===== src/rtl/bsm_pkg.sv =====
// Package with encodings, flag positions, bus map and cycle counts of the execution core
package bsm_pkg;

  // Flag layout, bit 7 down to bit 0
  typedef struct packed {
    logic i;
    logic t;
    logic h;
    logic s;
    logic v;
    logic n;
    logic z;
    logic c;
  } bsm_flags_type;

  typedef enum logic [1:0] {
    ST_EXEC = 2'b00,
    ST_WAIT = 2'b01,
    ST_SKIP = 2'b10,
    ST_LONG = 2'b11
  } bsm_state_type;

  localparam logic [2:0] FLAG_C = 3'h0;
  localparam logic [2:0] FLAG_Z = 3'h1;
  localparam logic [2:0] FLAG_N = 3'h2;
  localparam logic [2:0] FLAG_V = 3'h3;
  localparam logic [2:0] FLAG_S = 3'h4;
  localparam logic [2:0] FLAG_H = 3'h5;
  localparam logic [2:0] FLAG_T = 3'h6;
  localparam logic [2:0] FLAG_I = 3'h7;

  // Top nibble classes
  localparam logic [3:0] NIB_MISC     = 4'h0;
  localparam logic [3:0] NIB_SET_BITS = 4'h1;
  localparam logic [3:0] NIB_CLR_BITS = 4'h2;
  localparam logic [3:0] NIB_CMP_IMM  = 4'h3;
  localparam logic [3:0] NIB_BR_SET   = 4'h4;
  localparam logic [3:0] NIB_BR_CLR   = 4'h5;
  localparam logic [3:0] NIB_REL_JMP  = 4'h6;
  localparam logic [3:0] NIB_REL_CALL = 4'h7;
  localparam logic [3:0] NIB_SKIP_RBC = 4'h8;
  localparam logic [3:0] NIB_SKIP_RBS = 4'h9;
  localparam logic [3:0] NIB_SKIP_IBC = 4'ha;
  localparam logic [3:0] NIB_SKIP_IBS = 4'hb;

  // Misc class, code in bits 15:8, register in bits 4:0
  localparam logic [7:0] OP8_INC   = 8'h01;
  localparam logic [7:0] OP8_DEC   = 8'h02;
  localparam logic [7:0] OP8_TST   = 8'h03;
  localparam logic [7:0] OP8_CLRR  = 8'h04;
  localparam logic [7:0] OP8_SETR  = 8'h05;
  localparam logic [7:0] OP8_INDIRECT_JUMP_OP  = 8'h08;
  localparam logic [7:0] OP8_INDIRECT_SUBROUTINE_OP = 8'h09;
  localparam logic [7:0] OP8_RET   = 8'h0a;
  localparam logic [7:0] OP8_INTERRUPT_RETURN_OP  = 8'h0b;
  localparam logic [7:0] OP8_JMP   = 8'h0c;
  localparam logic [7:0] OP8_CALL  = 8'h0d;

  // Two-register class, code in bits 15:10
  localparam logic [5:0] OP6_MUL_UU  = 6'h30;
  localparam logic [5:0] OP6_MUL_SS  = 6'h31;
  localparam logic [5:0] OP6_MUL_SU  = 6'h32;
  localparam logic [5:0] OP6_FRAC_MULTIPLY_UU_OP_UU = 6'h33;
  localparam logic [5:0] OP6_FRAC_MULTIPLY_UU_OP_SS = 6'h34;
  localparam logic [5:0] OP6_FRAC_MULTIPLY_UU_OP_SU = 6'h35;
  localparam logic [5:0] OP6_COMPARE_SKIP_EQUAL_OP    = 6'h36;
  localparam logic [5:0] OP6_CP      = 6'h37;
  localparam logic [5:0] OP6_CPC     = 6'h38;

  localparam logic [7:0] BYTE_ONES = 8'hff;
  localparam logic [4:0] Z_LO_IDX  = 5'h1e;
  localparam logic [4:0] Z_HI_IDX  = 5'h1f;
  localparam int         IO_ADDR_W = 5;

  // Register port map
  localparam logic [5:0] RB_STATUS = 6'h3b;
  localparam logic [5:0] RB_CTRL   = 6'h3c;
  localparam logic [5:0] RB_PC_LO  = 6'h3d;
  localparam logic [5:0] RB_PC_HI  = 6'h3e;
  localparam logic [5:0] RB_FLAGS  = 6'h3f;

  localparam logic          CTRL_RESET  = 1'b0;
  localparam bsm_flags_type FLAGS_RESET = '0;

  // Cycle counts
  localparam int CYC_MUL       = 2;
  localparam int CYC_INDIRECT_JUMP_OP      = 2;
  localparam int CYC_RELATIVE_JUMP_OP      = 2;
  localparam int CYC_JMP       = 3;
  localparam int CYC_RELATIVE_SUBROUTINE_OP_N   = 2;
  localparam int CYC_RELATIVE_SUBROUTINE_OP_W   = 3;
  localparam int CYC_CALL_N    = 3;
  localparam int CYC_CALL_W    = 4;
  localparam int CYC_RET_N     = 4;
  localparam int CYC_RET_W     = 5;
  localparam int CYC_BR_TAKEN  = 2;
  localparam int NARROW_PC_MAX = 16;

endpackage : bsm_pkg


===== src/rtl/bsm_core.sv =====
// Execution core for logic, multiply, jump, call, skip and branch instructions
// Operation
// - Set-bits ORs immediate into register, updates Z N V S, one cycle.
// - Clear-bits ANDs register with ones-byte minus immediate, Z N V S, one cycle.
// - Test ANDs register with itself, value unchanged, Z N V S, one cycle.
// - Integer multiplies write 16-bit product to r1:r0, update Z C, two cycles.
// - Fractional multiplies shift product left once into r1:r0, Z C, two cycles.
// - Indirect jump loads PC from Z pointer, no flags, two cycles.
// - Indirect call pushes return, loads PC from Z, two or three cycles.
// - Compare-skip skips next when registers equal, PC plus 2 or 3.
// - Skip when selected register bit is zero, same skip timing.
// - Skip when selected register bit is one, no flag change.
// - I/O bit skips test one I/O register bit, clear or set variant.
// - Generic flag branches test chosen flag, target PC+k+1, 1 or 2 cycles.
// - Same-or-higher taken on carry zero, lower taken on carry one.
// - Signed ge taken when N xor V zero, lt when it is one.
// - Half-carry branches taken on H one or zero respectively.
// - Overflow branches taken on V one or zero respectively.
// - Interrupt-state branches taken on I one or zero respectively.
// - Transfer branches taken on T one or zero respectively.
// - Sign flag always equals N xor V.
// - Transfer flag tested is the bit-load and bit-store status bit.
`timescale 1ns/1ps
module bsm_core
  import bsm_pkg::*;
#(
  parameter int PC_WIDTH    = 16,
  parameter int STACK_DEPTH = 16
) (
  input  wire logic                 core_clk,
  input  wire logic                 reset,
  input  wire logic                 ce,
  output logic      [PC_WIDTH-1:0]  imem_addr,
  input  wire logic [15:0]          imem_data,
  output logic      [IO_ADDR_W-1:0] io_addr,
  input  wire logic [7:0]           io_rdata,
  input  wire logic [5:0]           reg_addr,
  input  wire logic [7:0]           reg_wdata,
  input  wire logic                 reg_wr,
  input  wire logic                 reg_rd,
  output logic      [7:0]           reg_rdata,
  output bsm_flags_type             flags,
  output logic                      busy
);

  localparam int  SPW  = (STACK_DEPTH > 1) ? $clog2(STACK_DEPTH) : 1;
  localparam bit  WIDE = (PC_WIDTH > NARROW_PC_MAX);
  localparam logic [2:0] X_MUL   = 3'(CYC_MUL - 1);
  localparam logic [2:0] X_INDIRECT_JUMP_OP  = 3'(CYC_INDIRECT_JUMP_OP - 1);
  localparam logic [2:0] X_RELATIVE_JUMP_OP  = 3'(CYC_RELATIVE_JUMP_OP - 1);
  localparam logic [2:0] X_JMP   = 3'(CYC_JMP - 2);
  localparam logic [2:0] X_RELATIVE_SUBROUTINE_OP = 3'((WIDE ? CYC_RELATIVE_SUBROUTINE_OP_W : CYC_RELATIVE_SUBROUTINE_OP_N) - 1);
  localparam logic [2:0] X_CALL  = 3'((WIDE ? CYC_CALL_W : CYC_CALL_N) - 2);
  localparam logic [2:0] X_RET   = 3'((WIDE ? CYC_RET_W : CYC_RET_N) - 1);
  localparam logic [2:0] X_BR    = 3'(CYC_BR_TAKEN - 1);

  // Logic-class flag update, S always derived from N and V
  function automatic bsm_flags_type logic_flags(bsm_flags_type f, logic [7:0] r, logic v);
    bsm_flags_type o;
    o   = f;
    o.z = (r == 8'h00);
    o.n = r[7];
    o.v = v;
    o.s = r[7] ^ v;
    return o;
  endfunction : logic_flags

  // Subtract flags; keep_z chains Z across multi-byte compares
  function automatic bsm_flags_type sub_flags(bsm_flags_type f, logic [7:0] d, logic [7:0] r,
                                              logic cin, logic keep_z);
    bsm_flags_type o;
    logic [7:0]    q;
    o   = f;
    q   = d - r - {7'h00, cin};
    o.h = (~d[3] & r[3]) | (r[3] & q[3]) | (q[3] & ~d[3]);
    o.v = (d[7] & ~r[7] & ~q[7]) | (~d[7] & r[7] & q[7]);
    o.n = q[7];
    o.s = o.n ^ o.v;
    o.z = (q == 8'h00) & (~keep_z | f.z);
    o.c = (~d[7] & r[7]) | (r[7] & q[7]) | (q[7] & ~d[7]);
    return o;
  endfunction : sub_flags

  function automatic logic is_long(logic [15:0] w);
    return (w[15:8] == OP8_JMP) || (w[15:8] == OP8_CALL);
  endfunction : is_long

  logic          [7:0]          regs_reg [32];
  logic          [PC_WIDTH-1:0] stack_reg [STACK_DEPTH];
  logic          [SPW-1:0]      sp_reg;
  logic          [PC_WIDTH-1:0] pc_reg;
  logic          [PC_WIDTH-1:0] pc_next;
  bsm_state_type                state_reg;
  bsm_state_type                state_next;
  logic          [2:0]          wait_reg;
  logic          [2:0]          wait_next;
  logic                         long_call_reg;
  logic                         long_call_next;
  bsm_flags_type                flags_reg;
  bsm_flags_type                flags_next;
  logic                         run_reg;
  logic          [7:0]          reg_rdata_reg;
  logic          [2:0]          extra;
  logic                         wr_en;
  logic          [7:0]          wr_data;
  logic                         mul_wr;
  logic                         push;
  logic                         pop;
  logic          [PC_WIDTH-1:0] push_data;

  wire logic [15:0]          instr    = imem_data;
  wire logic [3:0]           op_nib   = instr[15:12];
  wire logic [5:0]           op6      = instr[15:10];
  wire logic [7:0]           op8      = instr[15:8];
  wire logic [7:0]           imm      = instr[7:0];
  wire logic                 imm_form = (op_nib == NIB_SET_BITS) || (op_nib == NIB_CLR_BITS)
                                        || (op_nib == NIB_CMP_IMM);
  wire logic                 rb_form  = (op_nib == NIB_SKIP_RBC) || (op_nib == NIB_SKIP_RBS);
  wire logic [4:0]           rd_idx   = imm_form ? {1'b1, instr[11:8]} :
                                        (op_nib == NIB_MISC) ? instr[4:0] : instr[9:5];
  wire logic [4:0]           rr_idx   = rb_form ? instr[8:4] : instr[4:0];
  wire logic [7:0]           opa      = regs_reg[rd_idx];
  wire logic [7:0]           opb      = regs_reg[rr_idx];
  wire logic [7:0]           or_res   = opa | imm;
  wire logic [7:0]           andc_res = opa & (BYTE_ONES - imm);
  wire logic [7:0]           tst_res  = opa & opa;
  wire logic [7:0]           clr_res  = opa ^ opa;
  wire logic [7:0]           inc_res  = opa + 8'h01;
  wire logic [7:0]           dec_res  = opa - 8'h01;
  wire logic                 bit_sel  = opb[instr[2:0]];
  wire logic                 io_bit   = io_rdata[instr[2:0]];
  wire logic [7:0]           flag_vec = flags_reg;
  wire logic                 flag_bit = flag_vec[instr[2:0]];
  wire logic [PC_WIDTH-1:0]  pc_plus1 = pc_reg + PC_WIDTH'(1);
  wire logic [PC_WIDTH-1:0]  br_tgt   = pc_plus1 + PC_WIDTH'($signed(instr[9:3]));
  wire logic [PC_WIDTH-1:0]  rel_tgt  = pc_plus1 + PC_WIDTH'($signed(instr[11:0]));
  wire logic [PC_WIDTH-1:0]  z_ptr    = PC_WIDTH'({regs_reg[Z_HI_IDX], regs_reg[Z_LO_IDX]});
  wire logic [SPW-1:0]       sp_dec   = sp_reg - SPW'(1);
  wire logic [PC_WIDTH-1:0]  pop_data = stack_reg[sp_dec];

  // Multiplier operand signedness and fractional shift
  wire logic        sgn_a   = (op6 == OP6_MUL_SS) || (op6 == OP6_MUL_SU)
                              || (op6 == OP6_FRAC_MULTIPLY_UU_OP_SS) || (op6 == OP6_FRAC_MULTIPLY_UU_OP_SU);
  wire logic        sgn_b   = (op6 == OP6_MUL_SS) || (op6 == OP6_FRAC_MULTIPLY_UU_OP_SS);
  wire logic        frac    = (op6 == OP6_FRAC_MULTIPLY_UU_OP_UU) || (op6 == OP6_FRAC_MULTIPLY_UU_OP_SS)
                              || (op6 == OP6_FRAC_MULTIPLY_UU_OP_SU);
  wire logic [15:0] mul_a   = {{8{sgn_a & opa[7]}}, opa};
  wire logic [15:0] mul_b   = {{8{sgn_b & opb[7]}}, opb};
  wire logic [15:0] product = 16'(mul_a * mul_b);
  wire logic [15:0] mul_res = frac ? {product[14:0], 1'b0} : product;

  // Bus writes hold off execution for one cycle so the two never collide
  wire logic fire = run_reg && !reg_wr;

  assign imem_addr = pc_reg;
  assign io_addr   = instr[7:3];
  assign reg_rdata = reg_rdata_reg;
  assign flags     = flags_reg;
  assign busy      = (state_reg != ST_EXEC);

  always_comb begin
    state_next     = ST_EXEC;
    pc_next        = pc_reg;
    wait_next      = wait_reg;
    flags_next     = flags_reg;
    long_call_next = long_call_reg;
    extra          = 3'h0;
    wr_en          = 1'b0;
    wr_data        = 8'h00;
    mul_wr         = 1'b0;
    push           = 1'b0;
    pop            = 1'b0;
    push_data      = pc_plus1;
    case (state_reg)
      ST_EXEC: begin
        pc_next = pc_plus1;
        case (op_nib)
          NIB_MISC: begin
            case (op8)
              OP8_INC: begin
                wr_en      = 1'b1;
                wr_data    = inc_res;
                flags_next = logic_flags(flags_reg, inc_res, opa == 8'h7f);
              end
              OP8_DEC: begin
                wr_en      = 1'b1;
                wr_data    = dec_res;
                flags_next = logic_flags(flags_reg, dec_res, opa == 8'h80);
              end
              OP8_TST: flags_next = logic_flags(flags_reg, tst_res, 1'b0);
              OP8_CLRR: begin
                wr_en      = 1'b1;
                wr_data    = clr_res;
                flags_next = logic_flags(flags_reg, clr_res, 1'b0);
              end
              OP8_SETR: begin
                wr_en   = 1'b1;
                wr_data = BYTE_ONES;
              end
              OP8_INDIRECT_JUMP_OP: begin
                pc_next = z_ptr;
                extra   = X_INDIRECT_JUMP_OP;
              end
              OP8_INDIRECT_SUBROUTINE_OP: begin
                push    = 1'b1;
                pc_next = z_ptr;
                extra   = X_RELATIVE_SUBROUTINE_OP;
              end
              OP8_RET, OP8_INTERRUPT_RETURN_OP: begin
                pop     = 1'b1;
                pc_next = pop_data;
                extra   = X_RET;
                if (op8 == OP8_INTERRUPT_RETURN_OP) begin
                  flags_next.i = 1'b1;
                end
              end
              OP8_JMP, OP8_CALL: begin
                long_call_next = (op8 == OP8_CALL);
                state_next     = ST_LONG;
              end
              default: ;
            endcase
          end
          NIB_SET_BITS: begin
            wr_en      = 1'b1;
            wr_data    = or_res;
            flags_next = logic_flags(flags_reg, or_res, 1'b0);
          end
          NIB_CLR_BITS: begin
            wr_en      = 1'b1;
            wr_data    = andc_res;
            flags_next = logic_flags(flags_reg, andc_res, 1'b0);
          end
          NIB_CMP_IMM: flags_next = sub_flags(flags_reg, opa, imm, 1'b0, 1'b0);
          // Named branches are this pair with a fixed flag index
          NIB_BR_SET, NIB_BR_CLR: begin
            if (flag_bit == (op_nib == NIB_BR_SET)) begin
              pc_next = br_tgt;
              extra   = X_BR;
            end
          end
          NIB_REL_JMP: begin
            pc_next = rel_tgt;
            extra   = X_RELATIVE_JUMP_OP;
          end
          NIB_REL_CALL: begin
            push    = 1'b1;
            pc_next = rel_tgt;
            extra   = X_RELATIVE_SUBROUTINE_OP;
          end
          NIB_SKIP_RBC, NIB_SKIP_RBS: begin
            if (bit_sel == (op_nib == NIB_SKIP_RBS)) begin
              state_next = ST_SKIP;
            end
          end
          NIB_SKIP_IBC, NIB_SKIP_IBS: begin
            if (io_bit == (op_nib == NIB_SKIP_IBS)) begin
              state_next = ST_SKIP;
            end
          end
          4'hc, 4'hd, 4'he: begin
            case (op6)
              OP6_MUL_UU, OP6_MUL_SS, OP6_MUL_SU,
              OP6_FRAC_MULTIPLY_UU_OP_UU, OP6_FRAC_MULTIPLY_UU_OP_SS, OP6_FRAC_MULTIPLY_UU_OP_SU: begin
                mul_wr       = 1'b1;
                flags_next.c = product[15];
                flags_next.z = (mul_res == 16'h0000);
                extra        = X_MUL;
              end
              OP6_COMPARE_SKIP_EQUAL_OP: begin
                if (opa == opb) begin
                  state_next = ST_SKIP;
                end
              end
              OP6_CP:  flags_next = sub_flags(flags_reg, opa, opb, 1'b0, 1'b0);
              OP6_CPC: flags_next = sub_flags(flags_reg, opa, opb, flags_reg.c, 1'b1);
              default: ;
            endcase
          end
          default: ;
        endcase
      end
      // Skipped word is fetched and dropped; a long word costs one more cycle
      ST_SKIP: begin
        if (is_long(instr)) begin
          pc_next = pc_reg + PC_WIDTH'(2);
          extra   = 3'h1;
        end else begin
          pc_next = pc_plus1;
        end
      end
      ST_LONG: begin
        pc_next = PC_WIDTH'(instr);
        if (long_call_reg) begin
          push  = 1'b1;
          extra = X_CALL;
        end else begin
          extra = X_JMP;
        end
      end
      ST_WAIT: begin
        if (wait_reg > 3'h1) begin
          state_next = ST_WAIT;
          wait_next  = wait_reg - 3'h1;
        end
      end
      default: ;
    endcase
    if (extra != 3'h0) begin
      state_next = ST_WAIT;
      wait_next  = extra;
    end
  end

  always_ff @(posedge core_clk) begin
    if (reset) begin
      state_reg     <= ST_EXEC;
      pc_reg        <= '0;
      wait_reg      <= 3'h0;
      long_call_reg <= 1'b0;
      sp_reg        <= '0;
    end else if (ce && fire) begin
      state_reg     <= state_next;
      pc_reg        <= pc_next;
      wait_reg      <= wait_next;
      long_call_reg <= long_call_next;
      if (push) begin
        stack_reg[sp_reg] <= push_data;
        sp_reg            <= sp_reg + SPW'(1);
      end else if (pop) begin
        sp_reg <= sp_dec;
      end
    end
  end

  always_ff @(posedge core_clk) begin
    if (reset) begin
      for (int i = 0; i < 32; i++) begin
        regs_reg[i] <= 8'h00;
      end
    end else if (ce) begin
      if (reg_wr && (reg_addr[5] == 1'b0)) begin
        regs_reg[reg_addr[4:0]] <= reg_wdata;
      end else if (fire && wr_en && (state_reg == ST_EXEC)) begin
        regs_reg[rd_idx] <= wr_data;
      end else if (fire && mul_wr && (state_reg == ST_EXEC)) begin
        regs_reg[1] <= mul_res[15:8];
        regs_reg[0] <= mul_res[7:0];
      end
    end
  end

  wire bsm_flags_type bus_flags = '{i: reg_wdata[7], t: reg_wdata[6], h: reg_wdata[5],
                                    s: reg_wdata[3] ^ reg_wdata[2], v: reg_wdata[3],
                                    n: reg_wdata[2], z: reg_wdata[1], c: reg_wdata[0]};

  always_ff @(posedge core_clk) begin
    if (reset) begin
      flags_reg <= FLAGS_RESET;
      run_reg   <= CTRL_RESET;
    end else if (ce) begin
      if (reg_wr && (reg_addr == RB_FLAGS)) begin
        flags_reg <= bus_flags;
      end else if (fire) begin
        flags_reg <= flags_next;
      end
      if (reg_wr && (reg_addr == RB_CTRL)) begin
        run_reg <= reg_wdata[0];
      end
    end
  end

  wire logic [15:0] pc_wide = 16'(pc_reg);
  wire logic [7:0]  rd_mux  = (reg_addr[5] == 1'b0) ? regs_reg[reg_addr[4:0]] :
                              (reg_addr == RB_FLAGS)  ? flag_vec :
                              (reg_addr == RB_PC_LO)  ? pc_wide[7:0] :
                              (reg_addr == RB_PC_HI)  ? pc_wide[15:8] :
                              (reg_addr == RB_CTRL)   ? {7'h00, run_reg} :
                              (reg_addr == RB_STATUS) ? {7'h00, busy} : 8'h00;

  // Read data stands one cycle only; otherwise zero
  always_ff @(posedge core_clk) begin
    if (reset) begin
      reg_rdata_reg <= 8'h00;
    end else if (ce) begin
      reg_rdata_reg <= reg_rd ? rd_mux : 8'h00;
    end
  end

endmodule : bsm_core


===== config.mk =====
export PLATFORM = sky130hd
export DESIGN_NAME = bsm_core
export DESIGN_NICKNAME = d
export VERILOG_FILES = /design/src/rtl/bsm_pkg.sv /design/src/rtl/bsm_core.sv
export SDC_FILE = /design/constraint.sdc
export NUM_CORES = 2
export LEC_CHECK = 0
export BUFFER_PORTS_ARGS = -buffer_cell sky130_fd_sc_hd__clkbuf_2
export CAP_MARGIN = 20
export CORE_MARGIN = 3
export CORE_UTILIZATION = 53
export CTS_CLUSTER_DIAMETER = 80
export DETAILED_ROUTE_END_ITERATION = 10
export GPL_ROUTABILITY_DRIVEN = 0
export PLACE_DENSITY_LB_ADDON = 0.08
export SLEW_MARGIN = 10
export SYNTH_ARGS = -nofsm -noshare
export SYNTH_HDL_FRONTEND = slang
export SYNTH_SLANG_ARGS = --single-unit

===== constraint.sdc =====
create_clock -name core_clk -period 15.6 [get_ports core_clk]
set_input_delay 1.56 -clock core_clk [delete_from_list [all_inputs] [get_ports core_clk]]
set_output_delay 1.56 -clock core_clk [all_outputs]
set_load 0.05 [all_outputs]

==> impl_metrics.ini <==
[sta]
slew_at_the_pin_closest_to_its_max_slew_limit_ns = 1.15
rsz0062_at_grt = false
max-slew-margin-rel_pct = 22.9
fin_worst_skew_ns = 0.0481
fin_crit_ns = 10.82
slew_viol_final = 0
setup-violations-final = 0
min_period_over_period_pct = 69.4
maximum_achievable_frequency_ghz = 0.0924
fin_setup_tns_ns = 0
hold-worst-slack_ns = 0.489
hold_viol = 0

[routing]
route.antenna.remaining_nets = 0
post_route_wl_um = 130000
total_via_count_in_the_routed_design = 29321
drc_errors = 0
routedWlPerCell_um = 31.1
detail_route.iter0.violations = 4388
detail_route.first_pass.iterations = 8
routed_via_density = 7.04

[yosys]
yosysMostFrequentCell = sky130_fd_sc_hd__edfxtp_1
synth_seq_area_share_pct = 44.4
syn_area_per_cell_um2 = 11.3
postSynthRegisterBits = 555
synth_edf_count = 512
mappedNetlistArea_um2 = 36600
postSynthCellCount = 3239
yosysTopAreaCellShare_pct = 42.0
synth_largest_area_cell = sky130_fd_sc_hd__edfxtp_1
netlist_top_cells_count = 512 x sky130_fd_sc_hd__edfxtp_1, 445 x sky130_fd_sc_hd__nor2_1, 278 x sky130_fd_sc_hd__mux2i_1, 263 x sky130_fd_sc_hd__nand2_1, 170 x sky130_fd_sc_hd__mux4_2
synth.net_count = 3471
netlist-cell-type-count = 93
async_reset_ff_share_pct = 0
synth_flop_cell = sky130_fd_sc_hd__edfxtp_1
synth_warnings = 0
yosys-top-cells-area = sky130_fd_sc_hd__edfxtp_1 42%, sky130_fd_sc_hd__mux4_2 10%, sky130_fd_sc_hd__mux2i_1 7.6%

[pwr]
ir_drop_mv = 0.148
power.leakage_uw = 0.0151
power_per_cell_area_nw_per_um2 = 110

[die]
core_um2 = 67800
die_y_um = 269
horizontal_die_dimension_um = 269
num_io_pins = 81
floorplan.initialDensity_pct = 54.0
placement_rows = 95
die_area_um2 = 72200

[final_layout]
flow.area_growth_from_synthesis_pct = 8.84
final-seq-area_um2 = 16200
multiInputGateArea_um2 = 19100
final.fill_count = 5625
design.final.nets = 3471
layout-drive-gt1-share_pct = 15.1

[clock_tree]
cts_resized = 0
tritoncts.num_buffers = 57
clkTransAtPathRegs_ns = 0.06
hold_fix_buffers_at_cts = 0
tritoncts = yes
cts.sinks = 555
clock_tree.buffer_depth = 3
clock_latency_of_the_later_clocked_register_in_the_worst_skew_pair_ns = 0.66
cts_root_buffer = sky130_fd_sc_hd__clkbuf_16
postCtsSetupBuffers = 0
htree_num_levels = 2

[run]
timing.max_cap.violations = 0

[worst_setup_path]
r2r_setup_slack_ns = 7.37
worst_ep_required_time_ns = 16.12
worst_path_most_repeated_cell = sky130_fd_sc_hd__fa_1
crit_path_end_kind = flip-flop
critPathMaxFanout = 47
timing.critical_path.from_type = input pin
critical_path_arrival_ns = 11.34
slowest_delay_ns = 0.81
timing_worst_setup_path_type = input pin to flip-flop
worst_path_max_delay_cell = sky130_fd_sc_hd__nor2_2

[global_routing]
antenna_found_initial = 7
grtUsageMet1_pct = 45.9
groute.usage.overall_pct = 35.6
grt.busiest_layer = met2
grt.overflow.total = 0
grt_pass1_vias = 27954
global_route.usage.met3_pct = 10.6
grt_use_met2_pct = 55.0
global_route_wire_length_before_repair_um = 188000
grt_max_degree = 64

[hold_path]
holdCritPathClass = flip-flop to flip-flop

[run_status]
outcome = complete, no violations

[place]
place.port_buffers = 80
place_hpwl_um = 92000
## cells in the final DEF (no fill, tap or decap), types with 10 or more instances in the layout
cell type                     n
sky130_fd_sc_hd__edfxtp_1   512
sky130_fd_sc_hd__nor2_1     432
sky130_fd_sc_hd__mux2i_1    276
sky130_fd_sc_hd__nand2_1    263
sky130_fd_sc_hd__mux4_2     170
sky130_fd_sc_hd__inv_1      132
sky130_fd_sc_hd__ha_1       116
sky130_fd_sc_hd__a21oi_1    102
sky130_fd_sc_hd__nand3_1     85
sky130_fd_sc_hd__o22ai_1     82
sky130_fd_sc_hd__o21ai_0     79
sky130_fd_sc_hd__clkbuf_2    78
sky130_fd_sc_hd__fa_1        72
sky130_fd_sc_hd__buf_4       70
sky130_fd_sc_hd__clkbuf_16   58
sky130_fd_sc_hd__nor3_1      56
sky130_fd_sc_hd__xnor2_1     54
sky130_fd_sc_hd__nand2b_1    51
sky130_fd_sc_hd__dfxtp_1     42
sky130_fd_sc_hd__nor4_1      39
sky130_fd_sc_hd__xor2_1      36
sky130_fd_sc_hd__o32ai_1     33
sky130_fd_sc_hd__nand4_1     28
sky130_fd_sc_hd__a22oi_1     24
sky130_fd_sc_hd__nor2b_1     22
sky130_fd_sc_hd__a31oi_1     20
sky130_fd_sc_hd__and3_1      18
sky130_fd_sc_hd__a21o_1      16
sky130_fd_sc_hd__a211oi_1    16
sky130_fd_sc_hd__nor2_2      14
sky130_fd_sc_hd__or3_1       13
sky130_fd_sc_hd__mux2_2      11
sky130_fd_sc_hd__clkinv_2    11
sky130_fd_sc_hd__and2_1      10
## metal layers
metal  up-vias  share of wire [%]
li1      12188                  -
met1     14457                 36
met2      2139                 45
met3       525                 13
met4        12                6.4
met5         -              0.062
## report_power, final
group          internal, µW  leakage, µW  switching [µW]  total (µW)
Combinational           471      0.00891             798        1270
Clock                   793     0.000942             609        1400
Sequential             1650      0.00523            51.1        1700
Total                  2910       0.0151            1460        4370
## area by class of cell
class | instances | area share (%)
clock inverters | 39 | 1.13
well taps | 873 | 2.74
multi-input cells | 2338 | 48.0
inverters | 137 | 1.29
diodes | 4 | 0.0251
clock buffers | 67 | 3.73
flip-flops and latches | 555 | 40.8
repair buffers | 150 | 2.33
## cells by family (layout without fill, tap and decap cells)
family,count (synthesis),in the layout,synth area share (%)
XOR/XNOR,93,93,2.23
other,0,4,0
buffers and inverters,346,393,4.03
adder cells (fa/ha/maj),189,189,7.94
AND/OR/NAND/NOR,1082,1082,13.5
AO/OA/AOI/OAI,513,513,9.43
multiplexers,461,461,18.5
flip-flops,555,555,44.4
## critical path, delay by kind of cell
| kind | cells | cell delay, ns |
|---|---|---|
| AO/OA/AOI/OAI | 7 | 2.53 |
| XOR/XNOR | 2 | 0.47 |
| adder cells (fa/ha/maj) | 6 | 2.83 |
| buffers and inverters | 8 | 1.66 |
| AND/OR/NAND/NOR | 8 | 2.20 |
## worst paths after layout
kind                   startpoint       endpoint  cells past startpoint
setup / recovery    imem_data[14]       flags[0]                     31
hold / removal      long_call_reg  long_call_reg                      2
setup reg to reg  regs_reg[30][7]       flags[0]                     26
hold reg to reg     long_call_reg  long_call_reg                      2
## through the flow
step	cell area (µm²)	std cells	total power, µW	util (%)	setup WS (ns)
after floorplan	36600	3239	2600	-	6.58
after global placement	37800	4051	2940	55.9	4.88
after detailed placement	37800	4051	2960	55.9	4.43
after CTS	39800	4157	4350	58.7	5.07
after global routing	39800	4159	4560	58.7	4.21
final	39800	4163	4370	58.8	4.78
Power figures use the tool's default switching activity.
